$ cat src/rtl/sle_pkg.sv
/*
 scheme logic element library: constants, modes, register map and state types.
 assumes one system clock at 40 MHz; element logic advances once per scan tick.
*/
package sle_pkg;

   // ----------------------------------------------------------------
   // sizes
   // ----------------------------------------------------------------
   localparam int N_CTRL = 32;
   localparam int N_FKEY = 8;
   localparam int N_PROT = 8;
   localparam int N_GATE = 4;
   localparam int N_LED = 2;
   localparam int N_AUX = 4;
   localparam int N_CON = 4;
   localparam int N_ELEM = N_AUX + N_CON;

   // ----------------------------------------------------------------
   // timing
   // ----------------------------------------------------------------
   localparam int CLK_MHZ = 40;
   localparam int SCAN_TIME_US = 1000;
   localparam int SCAN_CYCLES_DEF = SCAN_TIME_US * CLK_MHZ;

   // index of the fault recorder trigger signal in the signal map
   localparam int SIG_FAULT_REC = 144;
   localparam int FREC_GATE = 3;

   // ----------------------------------------------------------------
   // register map (byte addresses)
   // ----------------------------------------------------------------
   localparam logic [7:0] A_CTRL_MODE = 8'h00;
   localparam logic [7:0] A_CTRL_OPERATE = 8'h04;
   localparam logic [7:0] A_CTRL_RESET = 8'h08;
   localparam logic [7:0] A_CTRL_STATE = 8'h0c;
   localparam logic [7:0] A_FKEY_MODE = 8'h10;
   localparam logic [7:0] A_LED_CFG = 8'h14;
   localparam logic [7:0] A_LATCH_RESET = 8'h18;
   localparam logic [7:0] A_STATUS = 8'h1c;
   localparam logic [1:0] REGION_GATE = 2'h1;
   localparam logic [1:0] REGION_TMR = 2'h2;
   localparam logic [1:0] G_CFG = 2'h0;
   localparam logic [1:0] G_MASK = 2'h1;
   localparam logic [1:0] G_INV = 2'h2;

   // gate configuration fields
   localparam int GC_TYPE_LSB = 0;
   localparam int GC_INV_BIT = 2;
   localparam int GC_THR_LSB = 8;
   localparam int GC_W = 14;
   // latch reset fields
   localparam int LR_CON_LSB = 4;

   // ----------------------------------------------------------------
   // enumerations
   // ----------------------------------------------------------------
   typedef enum logic [1:0] {
      GATE_AND = 2'h0,
      GATE_OR = 2'h1,
      GATE_PROG = 2'h2
   } sle_gate_e;

   typedef enum logic [2:0] {
      MODE_PICKUP = 3'h0,
      MODE_DROPOFF = 3'h1,
      MODE_DWELL = 3'h2,
      MODE_PULSE = 3'h3,
      MODE_PUDO = 3'h4,
      MODE_STRAIGHT = 3'h5,
      MODE_LATCH = 3'h6
   } sle_mode_e;

   // ----------------------------------------------------------------
   // state types
   // ----------------------------------------------------------------
   typedef struct packed {
      logic out;
      logic prev;
      logic [15:0] cnt;
   } sle_elem_s;

   typedef struct packed {
      logic [15:0] scan_cnt;
      logic tick;
      logic [N_CTRL-1:0] ctrl_mode;
      logic [N_CTRL-1:0] ctrl_pend;
      logic [N_CTRL-1:0] ctrl_sig;
      logic [N_FKEY-1:0] fkey_mode;
      logic [N_FKEY-1:0] fkey_meta;
      logic [N_FKEY-1:0] fkey_s2;
      logic [N_FKEY-1:0] fkey_prev;
      logic [N_FKEY-1:0] fkey_sig;
      logic [N_PROT-1:0] prot_meta;
      logic [N_PROT-1:0] prot_s2;
      logic [N_LED-1:0] led_cfg;
      logic [N_LED-1:0] led_red;
      logic [N_LED-1:0] led_green;
      logic [N_CON-1:0] con_clr;
      logic [N_GATE-1:0][GC_W-1:0] gcfg;
      logic [N_GATE-1:0][31:0] gmask;
      logic [N_GATE-1:0][31:0] ginv;
      logic [N_GATE-1:0] gate_out;
      logic [N_ELEM-1:0][2:0] tmode;
      logic [N_ELEM-1:0][31:0] ttime;
      logic frec;
      logic frec_start;
      logic [31:0] rdata;
   } sle_state_s;

endpackage

$ cat src/rtl/sle_elem_if.sv
/*
 connection between the scheme logic core and one timer or contact conditioner.
 assumes the core drives settings and input; the element answers with its output.
*/
`timescale 1ns/100ps
interface sle_elem_if;
   logic tick;
   logic in;
   logic [2:0] mode;
   logic [15:0] t_pu;
   logic [15:0] t_do;
   logic clr;
   logic out;

   // timer side
   modport elem (input tick, input in, input mode, input t_pu, input t_do, input clr, output out);
   // core side
   modport core (output tick, output in, output mode, output t_pu, output t_do, output clr,
      input out);
endinterface

$ cat src/rtl/sle_timer.sv
/*
 one timer or contact conditioner element, advanced once per scan tick.
 assumes times are counted in scan ticks and settings stay stable while in use.
*/
`timescale 1ns/100ps
module sle_timer
   import sle_pkg::*;
(
   // clock and reset
   input wire logic clk_sys,
   input wire logic resetn,
   // core connection
   sle_elem_if.elem e
);

   sle_elem_s s;
   sle_elem_s next_s;

   // ----------------------------------------------------------------
   // element behaviour
   // ----------------------------------------------------------------
   always_comb begin
      logic [15:0] pu;
      logic [15:0] dly;
      pu = (e.mode == MODE_DROPOFF) ? 16'h0000 : e.t_pu;
      dly = (e.mode == MODE_PICKUP) ? 16'h0000 : e.t_do;
      next_s = s;
      // lockout release outside the tick; a live input keeps it sealed
      if (e.clr && (e.mode == MODE_LATCH) && !e.in) begin
         next_s.out = 1'b0;
      end
      if (e.tick) begin
         next_s.prev = e.in;
         case (e.mode)
            MODE_PICKUP, MODE_DROPOFF, MODE_PUDO: begin
               if (!s.out) begin
                  if (!e.in) begin
                     next_s.cnt = 16'h0000;
                  end else if ((17'(s.cnt) + 17'h00001) >= 17'(pu)) begin
                     next_s.out = 1'b1;
                     next_s.cnt = 16'h0000;
                  end else begin
                     next_s.cnt = s.cnt + 16'h0001;
                  end
               end else begin
                  if (e.in) begin
                     next_s.cnt = 16'h0000;
                  end else if ((17'(s.cnt) + 17'h00001) >= 17'(dly)) begin
                     next_s.out = 1'b0;
                     next_s.cnt = 16'h0000;
                  end else begin
                     next_s.cnt = s.cnt + 16'h0001;
                  end
               end
            end
            MODE_DWELL: begin
               if (!s.out) begin
                  if (e.in) begin
                     next_s.out = 1'b1;
                     next_s.cnt = 16'h0001;
                  end
               end else if (!e.in && (s.cnt >= e.t_pu)) begin
                  next_s.out = 1'b0;
               end else if (s.cnt < e.t_pu) begin
                  next_s.cnt = s.cnt + 16'h0001;
               end
            end
            MODE_PULSE: begin
               if (!s.out) begin
                  if (e.in && !s.prev) begin
                     next_s.out = 1'b1;
                     next_s.cnt = 16'h0001;
                  end
               end else if (s.cnt >= e.t_pu) begin
                  next_s.out = 1'b0;
               end else begin
                  next_s.cnt = s.cnt + 16'h0001;
               end
            end
            MODE_LATCH: begin
               // a release in the tick cycle is kept; a live input still seals
               next_s.out = next_s.out | e.in;
            end
            default: begin
               next_s.out = e.in;
               next_s.cnt = 16'h0000;
            end
         endcase
      end
   end

   // state register
   always_ff @(posedge clk_sys or negedge resetn) begin
      if (!resetn) begin
         s <= '0;
      end else begin
         s <= next_s;
      end
   end

   assign e.out = s.out;

endmodule // sle_timer

$ cat src/rtl/sle_top.sv
/*
 scheme logic element library: control inputs, function keys, gates, led and
 contact conditioners, auxiliary timers and the fault record trigger.
 assumes a plain register port driven from clk_sys and asynchronous pins for keys
 and protection signals.
*/
// The register addresses and the plain strobed port were left to the implementer.
// What this block does
// - thirty-two control inputs, each its own signal
// - per input latched or pulsed setting
// - toggled key inverts signal each press
// - normal key active only while held
// - fault record starts on trigger signal
// - each led drives a lit status signal
// - each contact drives an energised status signal
// - green, red, both gives yellow
// - led latching or following its inputs
// - contact conditioner has seven modes
// - straight passes input, latching seals in
// - auxiliary timer has five modes
// - separate pick-up, drop-off times; unused ignored
// - and gate needs all inputs true
// - or gate needs one input true
// - programmable gate counts true against threshold
// - optional gate output inversion
// - only gate input connections may invert
`timescale 1ns/100ps
module sle_top
   import sle_pkg::*;
#(
   parameter int SCAN_CYCLES = SCAN_CYCLES_DEF
) (
   // clock and reset
   input wire logic clk_sys,
   input wire logic resetn,
   // register port
   input wire logic [7:0] addr,
   input wire logic [31:0] wdata,
   input wire logic wr,
   input wire logic rd,
   output logic [31:0] rdata,
   // pins
   input wire logic [N_FKEY-1:0] fkey,
   input wire logic [N_PROT-1:0] prot_sig,
   // internal logic signals
   output logic [N_CTRL-1:0] ctrl_sig,
   output logic [N_FKEY-1:0] fkey_sig,
   output logic [N_GATE-1:0] gate_out,
   output logic [N_AUX-1:0] aux_timer_out,
   output logic [N_CON-1:0] contact_out,
   output logic [N_LED-1:0] led_red,
   output logic [N_LED-1:0] led_green,
   output logic fault_record_request,
   output logic fault_record_start
);

   localparam logic [15:0] SCAN_LAST = 16'(SCAN_CYCLES - 1);

   sle_state_s s;
   sle_state_s next_s;
   logic [N_ELEM-1:0] elem_out;
   logic [31:0] pool;

   sle_elem_if e[N_ELEM]();

   // ----------------------------------------------------------------
   // helpers
   // ----------------------------------------------------------------
   function automatic logic [5:0] sle_count(input logic [31:0] v);
      logic [5:0] c;
      c = 6'h00;
      for (int i = 0; i < 32; i++) begin
         c = c + 6'(v[i]);
      end
      return c;
   endfunction

   // one gate: inversion only on connected inputs, then function and output invert
   function automatic logic sle_gate(input logic [GC_W-1:0] cfg, input logic [31:0] p,
      input logic [31:0] msk, input logic [31:0] inv);
      logic [31:0] v;
      logic r;
      v = (p ^ inv) & msk;
      case (cfg[GC_TYPE_LSB +: 2])
         GATE_AND: r = (msk != 32'h00000000) && (v == msk);
         GATE_OR: r = |v;
         GATE_PROG: r = sle_count(v) >= cfg[GC_THR_LSB +: 6];
         default: r = 1'b0;
      endcase
      return r ^ cfg[GC_INV_BIT];
   endfunction

   // ----------------------------------------------------------------
   // signal pool seen by every gate
   // ----------------------------------------------------------------
   assign pool = {s.ctrl_sig[7:0], s.prot_s2, s.fkey_sig, elem_out[N_AUX +: N_CON],
      s.led_red | s.led_green, elem_out[1:0]};

   // ----------------------------------------------------------------
   // element connections
   // ----------------------------------------------------------------
   for (genvar i = 0; i < N_ELEM; i++) begin : g_elem
      assign e[i].tick = s.tick;
      assign e[i].in = s.gate_out[i % N_GATE];
      assign e[i].t_pu = s.ttime[i][15:0];
      assign e[i].t_do = s.ttime[i][31:16];
      if (i < N_AUX) begin : g_aux
         // auxiliary timers have no straight or latching mode
         assign e[i].mode = (s.tmode[i] > MODE_PUDO) ? MODE_PICKUP : s.tmode[i];
         assign e[i].clr = 1'b0;
      end else begin : g_con
         assign e[i].mode = s.tmode[i];
         assign e[i].clr = s.con_clr[i - N_AUX];
      end
      assign elem_out[i] = e[i].out;
      sle_timer sle_timer_i (
         .clk_sys(clk_sys),
         .resetn(resetn),
         .e(e[i])
      );
   end

   // ----------------------------------------------------------------
   // next state
   // ----------------------------------------------------------------
   always_comb begin
      logic wr_gate;
      logic wr_tmr;
      logic [1:0] gi;
      logic [2:0] ti;
      logic [N_LED-1:0] led_clr;
      logic [N_LED-1:0] red_in;
      logic [N_LED-1:0] green_in;
      wr_gate = wr && (addr[7:6] == REGION_GATE);
      wr_tmr = wr && (addr[7:6] == REGION_TMR);
      gi = addr[5:4];
      ti = addr[5:3];
      led_clr = '0;
      for (int k = 0; k < N_LED; k++) begin
         red_in[k] = s.gate_out[2 * k];
         green_in[k] = s.gate_out[2 * k + 1];
      end
      next_s = s;
      next_s.con_clr = '0;
      next_s.frec_start = 1'b0;

      // pin synchronisers
      next_s.fkey_meta = fkey;
      next_s.fkey_s2 = s.fkey_meta;
      next_s.prot_meta = prot_sig;
      next_s.prot_s2 = s.prot_meta;

      // scan tick generator
      next_s.tick = 1'b0;
      if (s.scan_cnt >= SCAN_LAST) begin
         next_s.scan_cnt = 16'h0000;
         next_s.tick = 1'b1;
      end else begin
         next_s.scan_cnt = s.scan_cnt + 16'h0001;
      end

      // register writes
      if (wr) begin
         case (addr)
            A_CTRL_MODE: next_s.ctrl_mode = wdata;
            A_FKEY_MODE: next_s.fkey_mode = wdata[N_FKEY-1:0];
            A_LED_CFG: next_s.led_cfg = wdata[N_LED-1:0];
            A_LATCH_RESET: begin
               led_clr = wdata[N_LED-1:0];
               next_s.con_clr = wdata[LR_CON_LSB +: N_CON];
            end
            default: begin
            end
         endcase
      end
      if (wr_gate) begin
         case (addr[3:2])
            G_CFG: next_s.gcfg[gi] = wdata[GC_W-1:0];
            G_MASK: next_s.gmask[gi] = wdata;
            G_INV: next_s.ginv[gi] = wdata;
            default: begin
            end
         endcase
      end
      if (wr_tmr) begin
         if (addr[2]) begin
            next_s.ttime[ti] = wdata;
         end else begin
            next_s.tmode[ti] = wdata[2:0];
         end
      end

      // control inputs: latched ones clear by reset register, set wins
      if (wr && (addr == A_CTRL_RESET)) begin
         next_s.ctrl_sig = s.ctrl_sig & ~(wdata & s.ctrl_mode);
      end
      if (s.tick) begin
         next_s.ctrl_sig = (next_s.ctrl_sig & s.ctrl_mode) | s.ctrl_pend;
         next_s.ctrl_pend = '0;
      end
      if (wr && (addr == A_CTRL_OPERATE)) begin
         next_s.ctrl_pend = next_s.ctrl_pend | wdata;
      end

      // led conditioners: clear first, then the tick's inputs
      next_s.led_red = s.led_red & ~led_clr;
      next_s.led_green = s.led_green & ~led_clr;
      if (s.tick) begin
         for (int k = 0; k < N_LED; k++) begin
            if (s.led_cfg[k]) begin
               next_s.led_red[k] = next_s.led_red[k] | red_in[k];
               next_s.led_green[k] = next_s.led_green[k] | green_in[k];
            end else begin
               next_s.led_red[k] = red_in[k];
               next_s.led_green[k] = green_in[k];
            end
         end
      end

      // scan evaluation of keys, gates and trigger
      if (s.tick) begin
         next_s.fkey_prev = s.fkey_s2;
         for (int k = 0; k < N_FKEY; k++) begin
            if (s.fkey_mode[k]) begin
               next_s.fkey_sig[k] = s.fkey_sig[k] ^ (s.fkey_s2[k] & ~s.fkey_prev[k]);
            end else begin
               next_s.fkey_sig[k] = s.fkey_s2[k];
            end
         end
         for (int g = 0; g < N_GATE; g++) begin
            next_s.gate_out[g] = sle_gate(s.gcfg[g], pool, s.gmask[g], s.ginv[g]);
         end
         next_s.frec = s.gate_out[FREC_GATE];
         next_s.frec_start = s.gate_out[FREC_GATE] & ~s.frec;
      end

      // register reads, data one cycle later
      next_s.rdata = 32'h00000000;
      if (rd) begin
         case (addr[7:6])
            REGION_GATE: begin
               case (addr[3:2])
                  G_CFG: next_s.rdata = 32'(s.gcfg[gi]);
                  G_MASK: next_s.rdata = s.gmask[gi];
                  G_INV: next_s.rdata = s.ginv[gi];
                  default: next_s.rdata = 32'h00000000;
               endcase
            end
            REGION_TMR: begin
               next_s.rdata = addr[2] ? s.ttime[ti] : 32'(s.tmode[ti]);
            end
            default: begin
               case (addr)
                  A_CTRL_MODE: next_s.rdata = s.ctrl_mode;
                  A_CTRL_STATE: next_s.rdata = s.ctrl_sig;
                  A_FKEY_MODE: next_s.rdata = 32'(s.fkey_mode);
                  A_LED_CFG: next_s.rdata = 32'(s.led_cfg);
                  A_STATUS: next_s.rdata = {4'h0, s.fkey_sig, 3'h0, s.frec, s.gate_out,
                     elem_out, s.led_green, s.led_red};
                  default: next_s.rdata = 32'h00000000;
               endcase
            end
         endcase
      end
   end

   // state register
   always_ff @(posedge clk_sys or negedge resetn) begin
      if (!resetn) begin
         s <= '0;
      end else begin
         s <= next_s;
      end
   end

   // ----------------------------------------------------------------
   // outputs
   // ----------------------------------------------------------------
   assign rdata = s.rdata;
   assign ctrl_sig = s.ctrl_sig;
   assign fkey_sig = s.fkey_sig;
   assign gate_out = s.gate_out;
   assign aux_timer_out = elem_out[N_AUX-1:0];
   assign contact_out = elem_out[N_AUX +: N_CON];
   assign led_red = s.led_red;
   assign led_green = s.led_green;
   assign fault_record_request = s.frec;
   assign fault_record_start = s.frec_start;

endmodule // sle_top

$ cat config.mk
export PLATFORM = sky130hd
export DESIGN_NAME = sle_top
export DESIGN_NICKNAME = d
export VERILOG_FILES = /design/src/rtl/sle_pkg.sv /design/src/rtl/sle_elem_if.sv /design/src/rtl/sle_timer.sv /design/src/rtl/sle_top.sv
export SDC_FILE = /design/constraint.sdc
export NUM_CORES = 2
export LEC_CHECK = 0
export ABC_AREA = 1
export BUFFER_PORTS_ARGS = -buffer_cell sky130_fd_sc_hd__clkbuf_2
export CAP_MARGIN = 0
export CELL_PAD_IN_SITES_DETAIL_PLACEMENT = 2
export CELL_PAD_IN_SITES_GLOBAL_PLACEMENT = 2
export CORE_MARGIN = 3
export CORE_UTILIZATION = 38
export CTS_CLUSTER_SIZE = 10
export DETAILED_ROUTE_END_ITERATION = 8
export GPL_TIMING_DRIVEN = 0
export HOLD_SLACK_MARGIN = 0.1
export PLACE_DENSITY_LB_ADDON = 0.25
export SYNTH_ARGS = -nofsm -noshare
export SYNTH_HDL_FRONTEND = slang
export SYNTH_SLANG_ARGS = --single-unit
$ cat constraint.sdc
create_clock -name clk_sys -period 7 [get_ports clk_sys]
set_input_delay 0.7 -clock clk_sys [delete_from_list [all_inputs] [get_ports clk_sys]]
set_output_delay 0.7 -clock clk_sys [all_outputs]
set_load 0.02 [all_outputs]
# Word-level counts from Yosys, hierarchy flattened
# Cells that the tools add are included.
# totals
output_inout_bits	90
in_bits	60
word_cells	788
regBits	948
# classes
add_sub_neg	141
n_bitwise	69
mux	279
n_eq_ne	103
n_lt_le_gt_ge	45
reduce_logical	84
# ops
cell	n
16-bit 2-to-1 mux	105
6-bit by 1-bit adder with 6-bit output	104
16-bit one-hot mux with 4 select lines	8
32-bit 2-to-1 mux	9
17-bit by 16-bit >= comparator with 1-bit output	16
128-bit bitwise mux	2
256-bit bitwise mux	1
32-bit bitwise AND	7
32-bit one-hot mux with 5 select lines	1
16-bit by 1-bit adder with 16-bit output, second input constant	9
16-bit by 1-bit adder with 17-bit output, second input constant	8
32-bit binary-select mux with 2-bit select	2
32-bit equality test	4
16-bit >= comparator	8
16-bit < comparator	8
32-bit nonzero test	4
32-bit OR reduction	4
32-bit XOR	4
1-bit 2-to-1 mux	110
32-bit binary-select mux with 3-bit select	1
32-bit demux with 3-bit select	1
32-bit one-hot mux with 3 select lines	1
18-bit 2-to-1 mux	4
3-bit inequality test, second input constant	24
other kinds (54)	276

# Depth between registers and ports, before layout
# depth
word_depth	38
ltp_mapped	30
mapped_depth_nobuf	30

# By module
# Synthesis repeated with hierarchy kept, for this count alone.
# unflattened
cells_unflattened	8803
hier_area_um2	65381.5
# by_module_without_submodules
mod	instances	seq_area_each_um2	cells_per_inst	area_each_um2
sle_top	1	20244.4	5310	42991.2
sle_timer at g_elem[0].sle_timer_i ...	5	450.4	440	2808.9
sle_timer at g_elem[3].sle_timer_i ...	2	450.4	427	2727.6
sle_timer at g_elem[2].sle_timer_i	1	450.4	439	2890.3

# Worst setup path after synthesis
# Ideal clock, no wire load.
# synth_timing
path_kind	register to register
startpoint	reg s, in the netlist led_green[1]
endpoint	reg s, in the netlist gate_out[2]
required_ps	6882
setup_ps	118
arrival_time_ps	5896
path_slack_ps	986
path_stages_with_launch	28
n_path_buf	0
synth_period_minus_slack_ps	6014
cell_sequence	dfrtp_1 -> nor2_1 -> xor2_1 -> inv_1 -> nand2_1 -> inv_1 -> fa_1 -> inv_1 -> fa_1 -> fa_1 -> fa_1 -> fa_1 -> fa_1 -> inv_1 -> ha_1 -> inv_1 -> fa_1 -> o221ai_1 -> xor2_1 -> ha_1 -> nand2_1 -> inv_1 -> o211ai_1 -> o2111ai_1 -> nand3_1 -> nand4_1 -> nand3_1 -> nand2_1
# synth_via
elab_chain_cells	36
word_cells_on_any_way	39
cone_classes	29 x add/sub; 1 x order compare; 1 x eq/ne; 2 x mux; 4 x bitwise; 2 x reduce/logical
# synth_rtl
item	line_no	rtl
start, declared	sle_top.sv:59	sle_state_s s;
start signal, assigned	sle_top.sv:272	s <= next_s;
2-bit OR (*)	sle_top.sv:97	s.led_red | s.led_green, elem_out[1:0]};
32-bit XOR (*)	sle_top.sv:83	v = (p ^ inv) & msk;
32-bit bitwise AND (*)	sle_top.sv:83	
3-bit by 1-bit adder with 4-bit output	sle_top.sv:73	c = c + 6'(v[i]);
4-bit by 1-bit adder with 5-bit output	sle_top.sv:73	
5-bit by 1-bit adder with 6-bit output	sle_top.sv:73	
6-bit by 1-bit adder with 6-bit output (26 in series)	sle_top.sv:73	
6-bit >= comparator	sle_top.sv:87	GATE_PROG: r = sle_count(v) >= cfg[GC_THR_LSB +: 6];
1-bit one-hot mux with 3 select lines (*)	sle_top.sv:84	case (cfg[GC_TYPE_LSB +: 2])
1-bit 2-to-1 mux (*)	sle_top.sv:221	if (s.tick) begin
1-bit XOR (*)	sle_top.sv:90	return r ^ cfg[GC_INV_BIT];
# Every way passes the cells marked *; elsewhere a longest branch is shown, timed or not. The select of a mux whose other input is x is not followed.
# A chain may end at the register's enable or synchronous reset.

# Worst setup path in the final report
# layout_timing
startpoint	reg s, in the netlist ctrl_sig[3]
endpoint	reg s, in the netlist gate_out[3]
# layout_via
elab_chain_cells	11
word_cells_on_any_way	14
cone_classes	5 x add/sub; 1 x order compare; 1 x eq/ne; 2 x mux; 3 x bitwise; 2 x reduce/logical
# layout_rtl
item	line_no
32-bit XOR (*)	sle_top.sv:83
32-bit bitwise AND (*)	sle_top.sv:83
6-bit by 1-bit adder with 6-bit output (5 in series)	sle_top.sv:73
6-bit >= comparator	sle_top.sv:87
1-bit one-hot mux with 3 select lines (*)	sle_top.sv:84
1-bit 2-to-1 mux (*)	sle_top.sv:221
1-bit XOR (*)	sle_top.sv:90
# Marks and branches as above.

==> flow_metrics.py <==
metrics = {
    "global_route": {
        "grt_pass1_wl_microns": 504000,
        "antenna_found_initial": 46,
        "grt_pass1_vias": 69100,
        "track_usage": 0.413,
        "grt_max_degree": 106,
        "grt_overflow": 0,
    },
    "routing": {
        "drcViolationCount": 0,
        "drtAntennaViolNets": 0,
        "viasPerCell": 6.04,
        "routedWlPerCell_microns": 33.1,
        "dr.pass1.iters": 6,
        "totalWireLength_microns": 358000,
        "vias": 65400,
        "drt-initial-drc-count": 6360,
    },
    "clock_network": {
        "cts_buffer_depth": 3,
        "cts_buffers": 118,
        "cts_root_buf": "clkbuf_16",
        "cts_tree": "yes",
        "clock_latency_ps": 840,
        "clock-sinks": 948,
        "htreeDepth": 3,
        "clkSlewWorstSetupHoldPaths_ps": 60,
    },
    "floorplan": {
        "core_area_sq_um": 164000,
        "die_w_microns": 413,
        "rows": 148,
        "io_pins": 150,
        "start_util": 0.385,
        "die-area_sq_um": 171000,
        "fp.dieH_microns": 413,
    },
    "setup_path": {
        "crit_path_start_kind": "flip-flop",
        "critPathArrivalTime_ps": 7690,
        "crit_path_end_kind": "flip-flop",
        "crit_type": "flip-flop to flip-flop",
        "required_ps": 7660,
        "critPathMaxFanout": 7,
    },
    "sta": {
        "worst_slack_ps": -27.8,
        "final_hold_viol_count": 0,
        "setup_viol": 1,
        "worst-slew-pin-transition_ps": 1590,
        "slew_violations": 44,
        "post-route-min-period_ps": 7030,
        "fin_skew_ps": 58.9,
        "max_freq_ghz": 0.142,
        "tns_ps": -27.8,
        "post-route-period-util": 1.00,
        "relSlewSlack": -0.0591,
    },
    "placement": {
        "dp_cells": 10600,
        "port_buffers": 147,
        "post-place-ws_ps": -444,
        "gp_congestion": 1.06,
        "placed_cell_area_sq_um": 66800,
        "dp_hpwl_microns": 285000,
    },
    "synthesis": {
        "syn_area_sq_um": 63100,
        "syn_inst": 8244,
        "ys_types": 63,
        "yosysTopAreaCellShare": 0.376,
        "synth_edf_count": 0,
        "yosys_warnings": 0,
        "yosysMostFrequentCell": "nand2_1",
        "syn_area_per_cell_sq_um": 7.65,
        "postSynth.asyncResetShare": 1.00,
        "ys_top_cells_by_area": "dfrtp_1 38%, nand2_1 13%, ha_1 9.0%",
        "ys.flop_type": "dfrtp_1",
        "yosysSeqAreaShare": 0.376,
        "synth_top_area_cell": "dfrtp_1",
        "netlist_top_cells_count": "2213 x nand2_1, 990 x inv_1, 948 x dfrtp_1",
        "synth_seq_cells": 948,
        "syn_nets": 8852,
    },
    "cells_and_area": {
        "final_cells": 10800,
        "design_area_sq_um": 71000,
        "final_nets": 9150,
        "syn_to_final_growth_pct": 12.6,
        "drive_gt1_frac": 0.0772,
    },
    "power_and_ir_drop": {
        "p_leak_nw": 35.8,
        "ir_drop_mv": 0.342,
        "powerDensity_nw_per_um2": 266,
    },
    "run_status": {
        "violations": "max-capacitance violations, max-slew violations, negative setup slack",
        "outcome": "finished with violations",
    },
    "min_path": {
        "hp-class": "input port to asynchronous set/reset pin",
    },
    "job": {
        "drv_cap": 4,
    },
}
==> per-layer routing <==
metal,vias up,GRT usage,routed length [microns]
li1,27700,-,-
met1,33700,0.479,134000
met2,2863,0.662,163000
met3,1130,0.0857,25900
met4,14,0.330,34900
met5,-,0,79
==> path summary, 6_finish.rpt <==
check / depth (start not counted) / start / endpoint / slack [ps]
max: 25 / ctrl_sig[3] / gate_out[3] / -30
min: 2 / resetn / e[0].t_pu[11] / 310
max reg2reg: 25 / ctrl_sig[3] / gate_out[3] / -30
min reg2reg: 0 / next_s[643] / pool[19] / 350
max in group asynchronous: 6 / resetn / s[399] / 4430
min in group clk_sys: 0 / next_s[643] / pool[19] / 350
==> layout make-up <==
cell class / instances / area, sq um
multi-input combinational: 5855 / 33500
inverter: 1015 / 3810
fill: 18900 / 92900
clock buffer: 168 / 3420
clock inverter: 24 / 277
sequential: 948 / 23700
buffer: 421 / 2160
timing repair buffer: 183 / 1300
antenna: 29 / 72.6
tap: 2175 / 2720
==> what timing repair did <==
item                                    CTS  global route
setup buffers                             3             5
gates resized for setup                  20            26
hold buffers                             17             0
endpoints found under the setup margin    4             4
endpoints found under the hold margin    99             0
pin swaps                                 1             6
==> critical path, cell delays in order (launching register included) <==
cell	delay, ps
dfrtp_2	560
inv_1	340
nand2_1	160
nand2_1	100
nand2_1	80
fa_1	510
fa_1	440
fa_1	660
fa_2	530
fa_1	570
fa_1	500
inv_1	80
ha_1	170
inv_1	70
fa_1	420
o221ai_2	220
xor2_1	220
ha_1	280
nand2_1	120
inv_1	80
o211ai_1	100
o2111ai_1	150
nand3_1	130
nand4_1	130
nand3_1	160
nand2_1	110
==> state kept, by name (all words and copies together), names as in the netlist, 4 cells and up <==
signal,cells
g_elem.sle_timer_i.e.out,8
e.mode,12
e.t_do,128
pool,8
rdata,32
s,430
ctrl_sig,32
gate_out,4
g_elem.sle_timer_i.s,132
e.clr,4
next_s,16
fkey_sig,8
e.t_pu,128
==> cells in the final DEF, fill, tap and decap left out, types with 22 or more instances in the layout <==
cell and count:
clkbuf_1 240, clkbuf_16 121, diode_2 29, a22oi_1 123
xnor2_1 92, clkbuf_2 157, o22ai_1 171, nand3_1 257
o211ai_1 27, nor4_1 44, o2111ai_1 22, a21oi_1 343
nor3_1 117, inv_1 989, buf_4 110, nand4_1 190
ha_1 452, clkbuf_8 23, o21ai_1 70, nand2_1 2213
o21ai_0 717, xor2_1 145, fa_1 86, buf_2 68
dfrtp_1 940, nor2_1 512
==> kinds of logic (layout without fill, tap and decap cells) <==
kind of cell / Yosys count / count (layout) / share of synthesized area
flip-flops: 948 / 948 / 0.376
adder cells (fa/ha/maj): 548 / 548 / 0.120
buffers and inverters: 1441 / 1811 / 0.0944
other: 0 / 29 / 0
AND/OR/NAND/NOR: 3442 / 3442 / 0.229
XOR/XNOR: 244 / 244 / 0.0339
AO/OA/AOI/OAI: 1621 / 1621 / 0.147
==> power by group <==
part / internal (mW) / switching (mW)
logic: 1.88 / 3.97
clock network: 3.47 / 2.75
registers: 6.02 / 0.771
total: 11.4 / 7.49
==> stage by stage <==
step | power, mW | hold WS, ps | util
global placement | 12.0 | 336 | 0.406
finish | 18.9 | 309 | 0.433
detailed placement | 12.4 | 336 | 0.408
CTS | 18.7 | 291 | 0.432
floorplan | 9.79 | 331 | -
global route | 19.6 | 306 | 0.433
Power figures use the tool's default switching activity.
